File: src/sbsr_pkg.sv
// Functional notes
// - Master summary at bit 6 is the OR of the other seven bits masked by service enable.
// - A serial poll answer carries the request-service flag in bit 6 instead.
// - The request-service flag clears once a serial poll of the device completes.
// - A status query answer carries the master summary flag in bit 6.
// - Reading the byte by either method leaves every summary flag unchanged.
// - Event summary at bit 5 is the OR of standard event latch bits masked by their enables.
// - Hardware summary at bit 0 is the OR of hardware event latch bits masked by enables.
// - Output-available at bit 4 is high while response bytes wait and low once empty.
// - Measurement-done at bit 1 sets on finish and clears on measurement clear or start.
// - Both reads return the byte with bit 7 weighing 128 down to bit 0 weighing 1.
// - Service enable read back always shows bit 6 as zero.
// - Clear-status clears event latches and their summaries, not output or measurement flags.
package sbsr_pkg;
  localparam int SBSR_HW_BIT = 0;
  localparam int SBSR_MEAS_BIT = 1;
  localparam int SBSR_OUT_BIT = 4;
  localparam int SBSR_EVT_BIT = 5;
  localparam int SBSR_MSS_BIT = 6;
  localparam logic [7:0] SBSR_USED_MASK = 8'h33;
  localparam logic [7:0] SBSR_ENA_MASK = 8'hBF;
  localparam logic [7:0] SBSR_BYTE_RESET = 8'h00;
  localparam int SBSR_STD_W = 16;
  localparam int SBSR_HW_W = 16;
endpackage

File: src/sbsr_mask_or.sv
`timescale 1ns/100ps
`default_nettype none
module sbsr_mask_or #(
  parameter int W = 16
) (
  input wire logic [W-1:0] latch_in,
  input wire logic [W-1:0] enable_in,
  output logic any_out
);
  assign any_out = |(latch_in & enable_in);
endmodule
`default_nettype wire

File: src/sbsr_status_byte.sv
`timescale 1ns/100ps
`default_nettype none
module sbsr_status_byte
  import sbsr_pkg::*;
#(
  parameter int STD_W = SBSR_STD_W,
  parameter int HW_W = SBSR_HW_W
) (
  input wire logic clk_in,
  input wire logic rst_in,
  input wire logic [STD_W-1:0] std_event_in,
  input wire logic [STD_W-1:0] std_enable_in,
  input wire logic [HW_W-1:0] hw_event_in,
  input wire logic [HW_W-1:0] hw_enable_in,
  input wire logic [7:0] srv_enable_in,
  input wire logic srv_enable_we_in,
  input wire logic out_pending_in,
  input wire logic meas_finish_in,
  input wire logic meas_clear_in,
  input wire logic meas_start_in,
  input wire logic clear_status_in,
  input wire logic poll_done_in,
  output logic [7:0] poll_byte_out,
  output logic [7:0] query_byte_out,
  output logic [7:0] srv_enable_out,
  output logic srq_out,
  output logic [STD_W-1:0] std_event_latch_out,
  output logic [HW_W-1:0] hw_event_latch_out
);
  //////////////////////////////////////////////////////////////////////////////
  logic [STD_W-1:0] std_r, std_nxt;
  logic [HW_W-1:0] hw_r, hw_nxt;
  logic [7:0] ena_r, ena_nxt;
  logic meas_r, meas_nxt;
  logic out_r, out_nxt;
  logic rqs_r, rqs_nxt;
  logic mss_prev_r, mss_prev_nxt;
  logic [7:0] poll_r, poll_nxt, query_r, query_nxt;
  logic evt_sum, hw_sum, master_summary_flag;
  logic [7:0] sum_byte;

  //////////////////////////////////////////////////////////////////////////////
  // Byte image with bit 6 taken from the chosen flag
  function automatic logic [7:0] put_bit6(input logic [7:0] b, input logic v);
    logic [7:0] r;
    r = b;
    r[SBSR_MSS_BIT] = v;
    return r;
  endfunction

  //////////////////////////////////////////////////////////////////////////////
  // Event and hardware summary masks
  sbsr_mask_or #(.W(STD_W)) u_std (
    .latch_in(std_r),
    .enable_in(std_enable_in),
    .any_out(evt_sum)
  );
  sbsr_mask_or #(.W(HW_W)) u_hw (
    .latch_in(hw_r),
    .enable_in(hw_enable_in),
    .any_out(hw_sum)
  );

  //////////////////////////////////////////////////////////////////////////////
  always_comb begin
    sum_byte = SBSR_BYTE_RESET;
    sum_byte[SBSR_HW_BIT] = hw_sum;
    sum_byte[SBSR_MEAS_BIT] = meas_r;
    sum_byte[SBSR_OUT_BIT] = out_r;
    sum_byte[SBSR_EVT_BIT] = evt_sum;
    sum_byte = sum_byte & SBSR_USED_MASK;
    master_summary_flag = |(sum_byte & ena_r & SBSR_ENA_MASK);
  end

  always_comb begin
    // Clear-status hits event latches only; new events win
    std_nxt = (clear_status_in ? '0 : std_r) | std_event_in;
    hw_nxt = (clear_status_in ? '0 : hw_r) | hw_event_in;
    ena_nxt = srv_enable_we_in ? (srv_enable_in & SBSR_ENA_MASK) : ena_r;
    meas_nxt = meas_r;
    if (meas_clear_in || meas_start_in) begin
      meas_nxt = 1'b0;
    end
    if (meas_finish_in) begin
      meas_nxt = 1'b1;
    end
    out_nxt = out_pending_in;
    mss_prev_nxt = master_summary_flag;
    rqs_nxt = rqs_r;
    if (poll_done_in) begin
      rqs_nxt = 1'b0;
    end
    if (master_summary_flag && !mss_prev_r) begin
      rqs_nxt = 1'b1;
    end
    poll_nxt = put_bit6(sum_byte, rqs_r);
    query_nxt = put_bit6(sum_byte, master_summary_flag);
  end

  // Reads leave flags alone, except that a completed poll clears the request flag
  always_ff @(posedge clk_in) begin
    if (rst_in) begin
      std_r <= '0;
      hw_r <= '0;
      ena_r <= SBSR_BYTE_RESET;
      meas_r <= 1'b0;
      out_r <= 1'b0;
      rqs_r <= 1'b0;
      mss_prev_r <= 1'b0;
      poll_r <= SBSR_BYTE_RESET;
      query_r <= SBSR_BYTE_RESET;
    end else begin
      std_r <= std_nxt;
      hw_r <= hw_nxt;
      ena_r <= ena_nxt;
      meas_r <= meas_nxt;
      out_r <= out_nxt;
      rqs_r <= rqs_nxt;
      mss_prev_r <= mss_prev_nxt;
      poll_r <= poll_nxt;
      query_r <= query_nxt;
    end
  end

  assign poll_byte_out = poll_r;
  assign query_byte_out = query_r;
  assign srv_enable_out = ena_r;
  assign srq_out = rqs_r;
  assign std_event_latch_out = std_r;
  assign hw_event_latch_out = hw_r;
endmodule
`default_nettype wire

File: config.mk
export PLATFORM = sky130hd
export DESIGN_NAME = sbsr_status_byte
export DESIGN_NICKNAME = d
export VERILOG_FILES = /design/src/sbsr_pkg.sv /design/src/sbsr_mask_or.sv /design/src/sbsr_status_byte.sv
export SDC_FILE = /design/constraint.sdc
export NUM_CORES = 1
export LEC_CHECK = 0
export ABC_AREA = 1
export BUFFER_PORTS_ARGS = -buffer_cell sky130_fd_sc_hd__buf_4
export CAP_MARGIN = 20
export CORE_ASPECT_RATIO = 0.75
export CORE_MARGIN = 2
export CORE_UTILIZATION = 35
export DETAILED_ROUTE_END_ITERATION = 10
export PLACE_DENSITY = 0.8
export SLEW_MARGIN = 20
export SYNTH_ARGS = -nofsm -noshare
export SYNTH_HDL_FRONTEND = slang
export SYNTH_HIERARCHICAL = 1
export SYNTH_SLANG_ARGS = --single-unit
File: constraint.sdc
create_clock -name clk_in -period 1.1 [get_ports clk_in]
set_clock_uncertainty 0.2 [all_clocks]
set_input_delay 0.33 -clock clk_in [delete_from_list [all_inputs] [get_ports clk_in]]
set_output_delay 0.33 -clock clk_in [all_outputs]
set_load 0.01 [all_outputs]
# Yosys cells after proc, flatten, opt, wreduce, memory -nomap -nowiden
# Index checks and enable logic that the tools add are counted.
# W data, S select, Z words.
# totals
word_cells	30
out_inout_bits	57
reg_bits	59
inputBits	81
# op_classes
mux	6
reduce_logical	8
n_bitwise	5
# op_table
operator	count
$and A16 B16 Y16	2
$mux W16	2
$or A16 B16 Y16	2
$reduce_or A16 Y1	2
$and A6 B8 Y8	1
$reduce_or A7 Y1	1
$mux W1	4
$reduce_bool A2 Y1	2
$logic_and A1 B1 Y1	1
$logic_not A1 Y1	1
$logic_or A1 B1 Y1	1

# Longest topological paths before layout
# logic_depth
depth_word	6
mapped_depth	12
depth_no_buf	12

# Hierarchy
# The synthesis kept the hierarchy.
# modules_own_cells
module	seq_area_each_um2	instances	cells_per_inst	area_per_inst_um2
sbsr_status_byte	960.9	1	187	1610.3
sbsr_mask_or	0.0	2	35	133.9

# Worst setup path before layout
# No wires, ideal clock.
# synth_timing
path_type	register to register
startpoint	register hw_r[3], in the netlist hw_event_latch_out[3]
endpoint	register rqs_r, in the netlist srq_out
setup_ns	0.113
t_required_ns	0.787
path_stages_with_launch	13
slack_ns	-0.170
n_path_buf	0
arrival_time_ns	0.957
period_less_slack_ns	1.270
path_cell_list	dfxtp_1 > nand2_1 > nand2_1 > inv_1 > nand2_1 > nor2_1 > nand2_1 > nand2_1 > nand2_1 > inv_1 > nand2_1 > nand3_1 > nand2_1
# synth_between
elab_chain_cells	6
word_cells_on_any_way	7
classes_between	mux (1); bitwise (2); reduce/logical (4)
# synth_rtl
element	line_no	source
from (decl)	sbsr_status_byte.sv:32	logic [HW_W-1:0] hw_r, hw_nxt;
from (signal assigned)	sbsr_status_byte.sv:114	hw_r <= hw_nxt;
$and A16 B16 Y16 *	sbsr_mask_or.sv:10	assign any_out = |(latch_in & enable_in);
$reduce_or A16 Y1 *	sbsr_mask_or.sv:10	
named net hw_sum	sbsr_status_byte.sv:39	logic evt_sum, hw_sum, master_summary_flag;
$and A6 B8 Y8 *	sbsr_status_byte.sv:72	master_summary_flag = |(sum_byte & ena_r & SBSR_ENA_MASK);
$reduce_or A7 Y1 *	sbsr_status_byte.sv:72	
$logic_and A1 B1 Y1 *	sbsr_status_byte.sv:93	if (master_summary_flag && !mss_prev_r) begin
$mux W1 or $reduce_bool A2 Y1 (tied branches)	-	
to (signal assigned)	sbsr_status_byte.sv:118	rqs_r <= rqs_nxt;
to (decl)	sbsr_status_byte.sv:36	logic rqs_r, rqs_nxt;
# The timed path passes the listed nets; every way through them passes the cells marked *.
# A chain may end at the register's enable or synchronous reset.

# Final worst setup path
# layout_timing
startpoint	register hw_r[0], in the netlist hw_event_latch_out[0]
endpoint	output hw_event_latch_out[0]
# layout_rtl
element	line_no	source
to (decl)	sbsr_status_byte.sv:28	output logic [HW_W-1:0] hw_event_latch_out
# No word-level cell between the ends.

==> flow_metrics.tcl <==
set metrics [dict create \
    outcome "complete, but fails checks" \
    violations "setup timing" \
    grt_start_max_net_pins 23 \
    yosysSeqAreaShare_pct 51.17 \
    final_antenna_net_count 0 \
    power_frac_clock_pct 25.4 \
    cts.path.max_buffers 2 \
    syn_area_um2 1878 \
    start_kind "flop" \
    p_int_w 0.003096 \
    track_usage_pct 19.93 \
    combPwrFrac_pct 27.5 \
    hpwlAfterDp_um 4398 \
    n_antenna_cell 0 \
    syn_avg_cell_area_um2 7.308 \
    worstSkewPairLatency_ns 0.29 \
    yosysUniqueCellTypes 15 \
    p_total_w 0.004180 \
    drtIter0Drc 57 \
    period_needed_ns 1.382 \
    power_switching_w 0.001083 \
    cts_hold_buf 0 \
    die_w_um 88.59 \
    first_pass_iters 5 \
    leakage_nw 1.921 \
    cts_inserted_buffers 5 \
    fin_crit_sh_pct 125.7 \
    yosys-top-cells-area "dfxtp_1 51%, nand2_1 12%, nor2_1 11%, a21oi_1 8.8%, buf_4 4.8%" \
    cpPeakStageDelay_ns 0.34 \
    area_growth_pct 100.3 \
    io_buffers 129 \
    drv_cap 0 \
    die_area_um2 5974 \
    die_h_um 67.44 \
    yosys_register_bits 48 \
    place.gp.congestion 0.7463 \
    end_kind "primary output" \
    grt_first_pass_wirelength_um 9073 \
    std_cell_rows 23 \
    fillers 422 \
    path_cells "buf_6, buf_6" \
    antenna_found_initial 0 \
    hold_viol 0 \
    cts.sinks 48 \
    drc 0 \
    nets 512 \
    vias 2224 \
    coreArea_um2 5266 \
    yosysTopAreaCell "dfxtp_1" \
    rsz0062_at_grt "yes" \
    final_max_slew_viol_count 0 \
    drt-total-wl_um 6278 \
    switching_share_pct 25.92 \
    cts_root_buf "clkbuf_8" \
    drive_gt1_share_pct 60.42 \
    whs_ns 0.03251 \
    grt-ovfl-total 0 \
    wire_per_inst_um 12.38 \
    power_density_nw_per_um2 1111 \
    cp.buffers_inverters 2 \
    cpMostUsedCell "buf_6" \
    cts.reportedPaths.clkPinSlew_ns 0.09 \
    power_frac_seq_pct 47.0 \
    fin_ws_ns -0.2823 \
    cp.arrival_ns 0.85 \
    synth_warnings 6 \
    h-tree-depth 2 \
    max_freq_mhz 723.4 \
    viasPerCell 4.387 \
    boundaryPins 138 \
    syn_inst 257 \
    timing.setup.tns_ns -12.42 \
    grt_pass1_vias 2113 \
    max-vdd-ir-drop_mv 0.6226 \
    setup_violations 55 \
    crit_required_ns 0.57 \
    cp_top_family "flip-flops" \
    critical_path_peak_fanout 2 \
    cp_slowest_cell "dfxtp_2" \
    cts_tree "done" \
    synth_top_area_share_pct 51.17 \
    start_util_pct 35.66 \
    hp-class "in2reg" \
    critical_path_class "reg2out" \
]
## cell families (layout without fill, tap and decap cells)
logic type | after synthesis | count (layout) | share of synthesized area (%)
buf+inv | 45 | 214 | 12.59
flops | 48 | 48 | 51.17
simple gates | 123 | 123 | 25.38
compound gates | 40 | 40 | 10.66
other cells | 1 | 7 | 0.1997
## tightest hold or removal path, stage by stage
cell	delay, ns
buf_4	0.07
a21oi_1	0.03
nor2_1	0.06
## power groups by stage
stage               registers (W)  logic [W]  clock network [W]
floorplan                 0.00203   0.000293                  0
global placement          0.00197   0.000898                  0
detailed placement        0.00197   0.000915                  0
CTS                       0.00196    0.00108            0.00109
global route              0.00198    0.00124            0.00117
finish                    0.00197    0.00115            0.00106
## metrics by stage
step	instance area (µm²)	cells	utilization, %	setup slack (ns)
global route	3762	507	71.44	-0.4148
detailed placement	3166	484	60.11	-0.4381
CTS	3654	500	69.38	-0.2873
global placement	3166	484	60.11	-0.3964
floorplan	1931	263	-	-0.1427
finish	3762	507	71.44	-0.2823
## cells in the mapped netlist
| library cell | instances |
|---|---|
| nand2_1 | 61 |
| nor2_1 | 57 |
| dfxtp_1 | 48 |
| a21oi_1 | 33 |
| inv_1 | 22 |
| buf_4 | 12 |
| o21ai_0 | 7 |
| buf_2 | 6 |
| inv_2 | 3 |
| buf_6 | 2 |
| nand4_1 | 2 |
| conb_1 | 1 |
| nand3_1 | 1 |
| nor2_4 | 1 |
| nor3_1 | 1 |
## area by class of cell
cell class	instances	area, µm²	share of cell area, %
repair buffers	181	1700	45.19
flip-flops and latches	48	1017	27.04
multi-input cells	170	767.0	20.39
inverters	25	93.84	2.494
well taps	75	93.84	2.494
clock buffers	8	90.09	2.394
## state kept, by name, indices dropped and copies added (netlist names)
signal               cells
mss_prev_r               1
out_r                    1
srq_out                  1
poll_byte_out            5
std_event_latch_out     16
hw_event_latch_out      16
meas_r                   1
srv_enable_out           7
## what timing repair did
action / in CTS / in global routing
buffers inserted: 8 / 9
pin swaps: 15 / 17
setup endpoints to repair: 54 / 56
resized for setup: 106 / 24
## metal layers
| metal | GRT usage, % | up-vias | wire [µm] |
|---|---|---|---|
| met3 | 6.601 | 8 | 513 |
| met1 | 21.08 | 1008 | 2371 |
| met5 | 0 | - | 0 |
| met2 | 38.44 | 91 | 3345 |
| met4 | 4.545 | 0 | 47 |
| li1 | - | 1117 | - |
## worst paths after layout
kind | end | cells after the start | from | slack [ns]
worst max-delay path | hw_event_latch_out[0] | 2 | hw_event_latch_out[0] | -0.28
worst min-delay path | hw_event_latch_out[4] | 3 | hw_event_in[4] | 0.03
worst max register to register | srq_out | 10 | std_event_latch_out[0] | -0.27
worst min register to register | poll_byte_out[4] | 2 | out_r | 0.21
## cells in the final DEF, fill, tap and decap left out, types with 5 or more instances in the layout
| cell type | n |
|---|---|
| inv_1 | 16 |
| o21ai_0 | 7 |
| buf_6 | 81 |
| nor2_1 | 53 |
| conb_1 | 7 |
| inv_2 | 9 |
| nand2_1 | 51 |
| dfxtp_2 | 45 |
| buf_4 | 97 |
| clkbuf_8 | 6 |
| nand2_2 | 10 |
| a21oi_1 | 28 |
| a21oi_2 | 5 |
(Power assumes the default switching activity.)
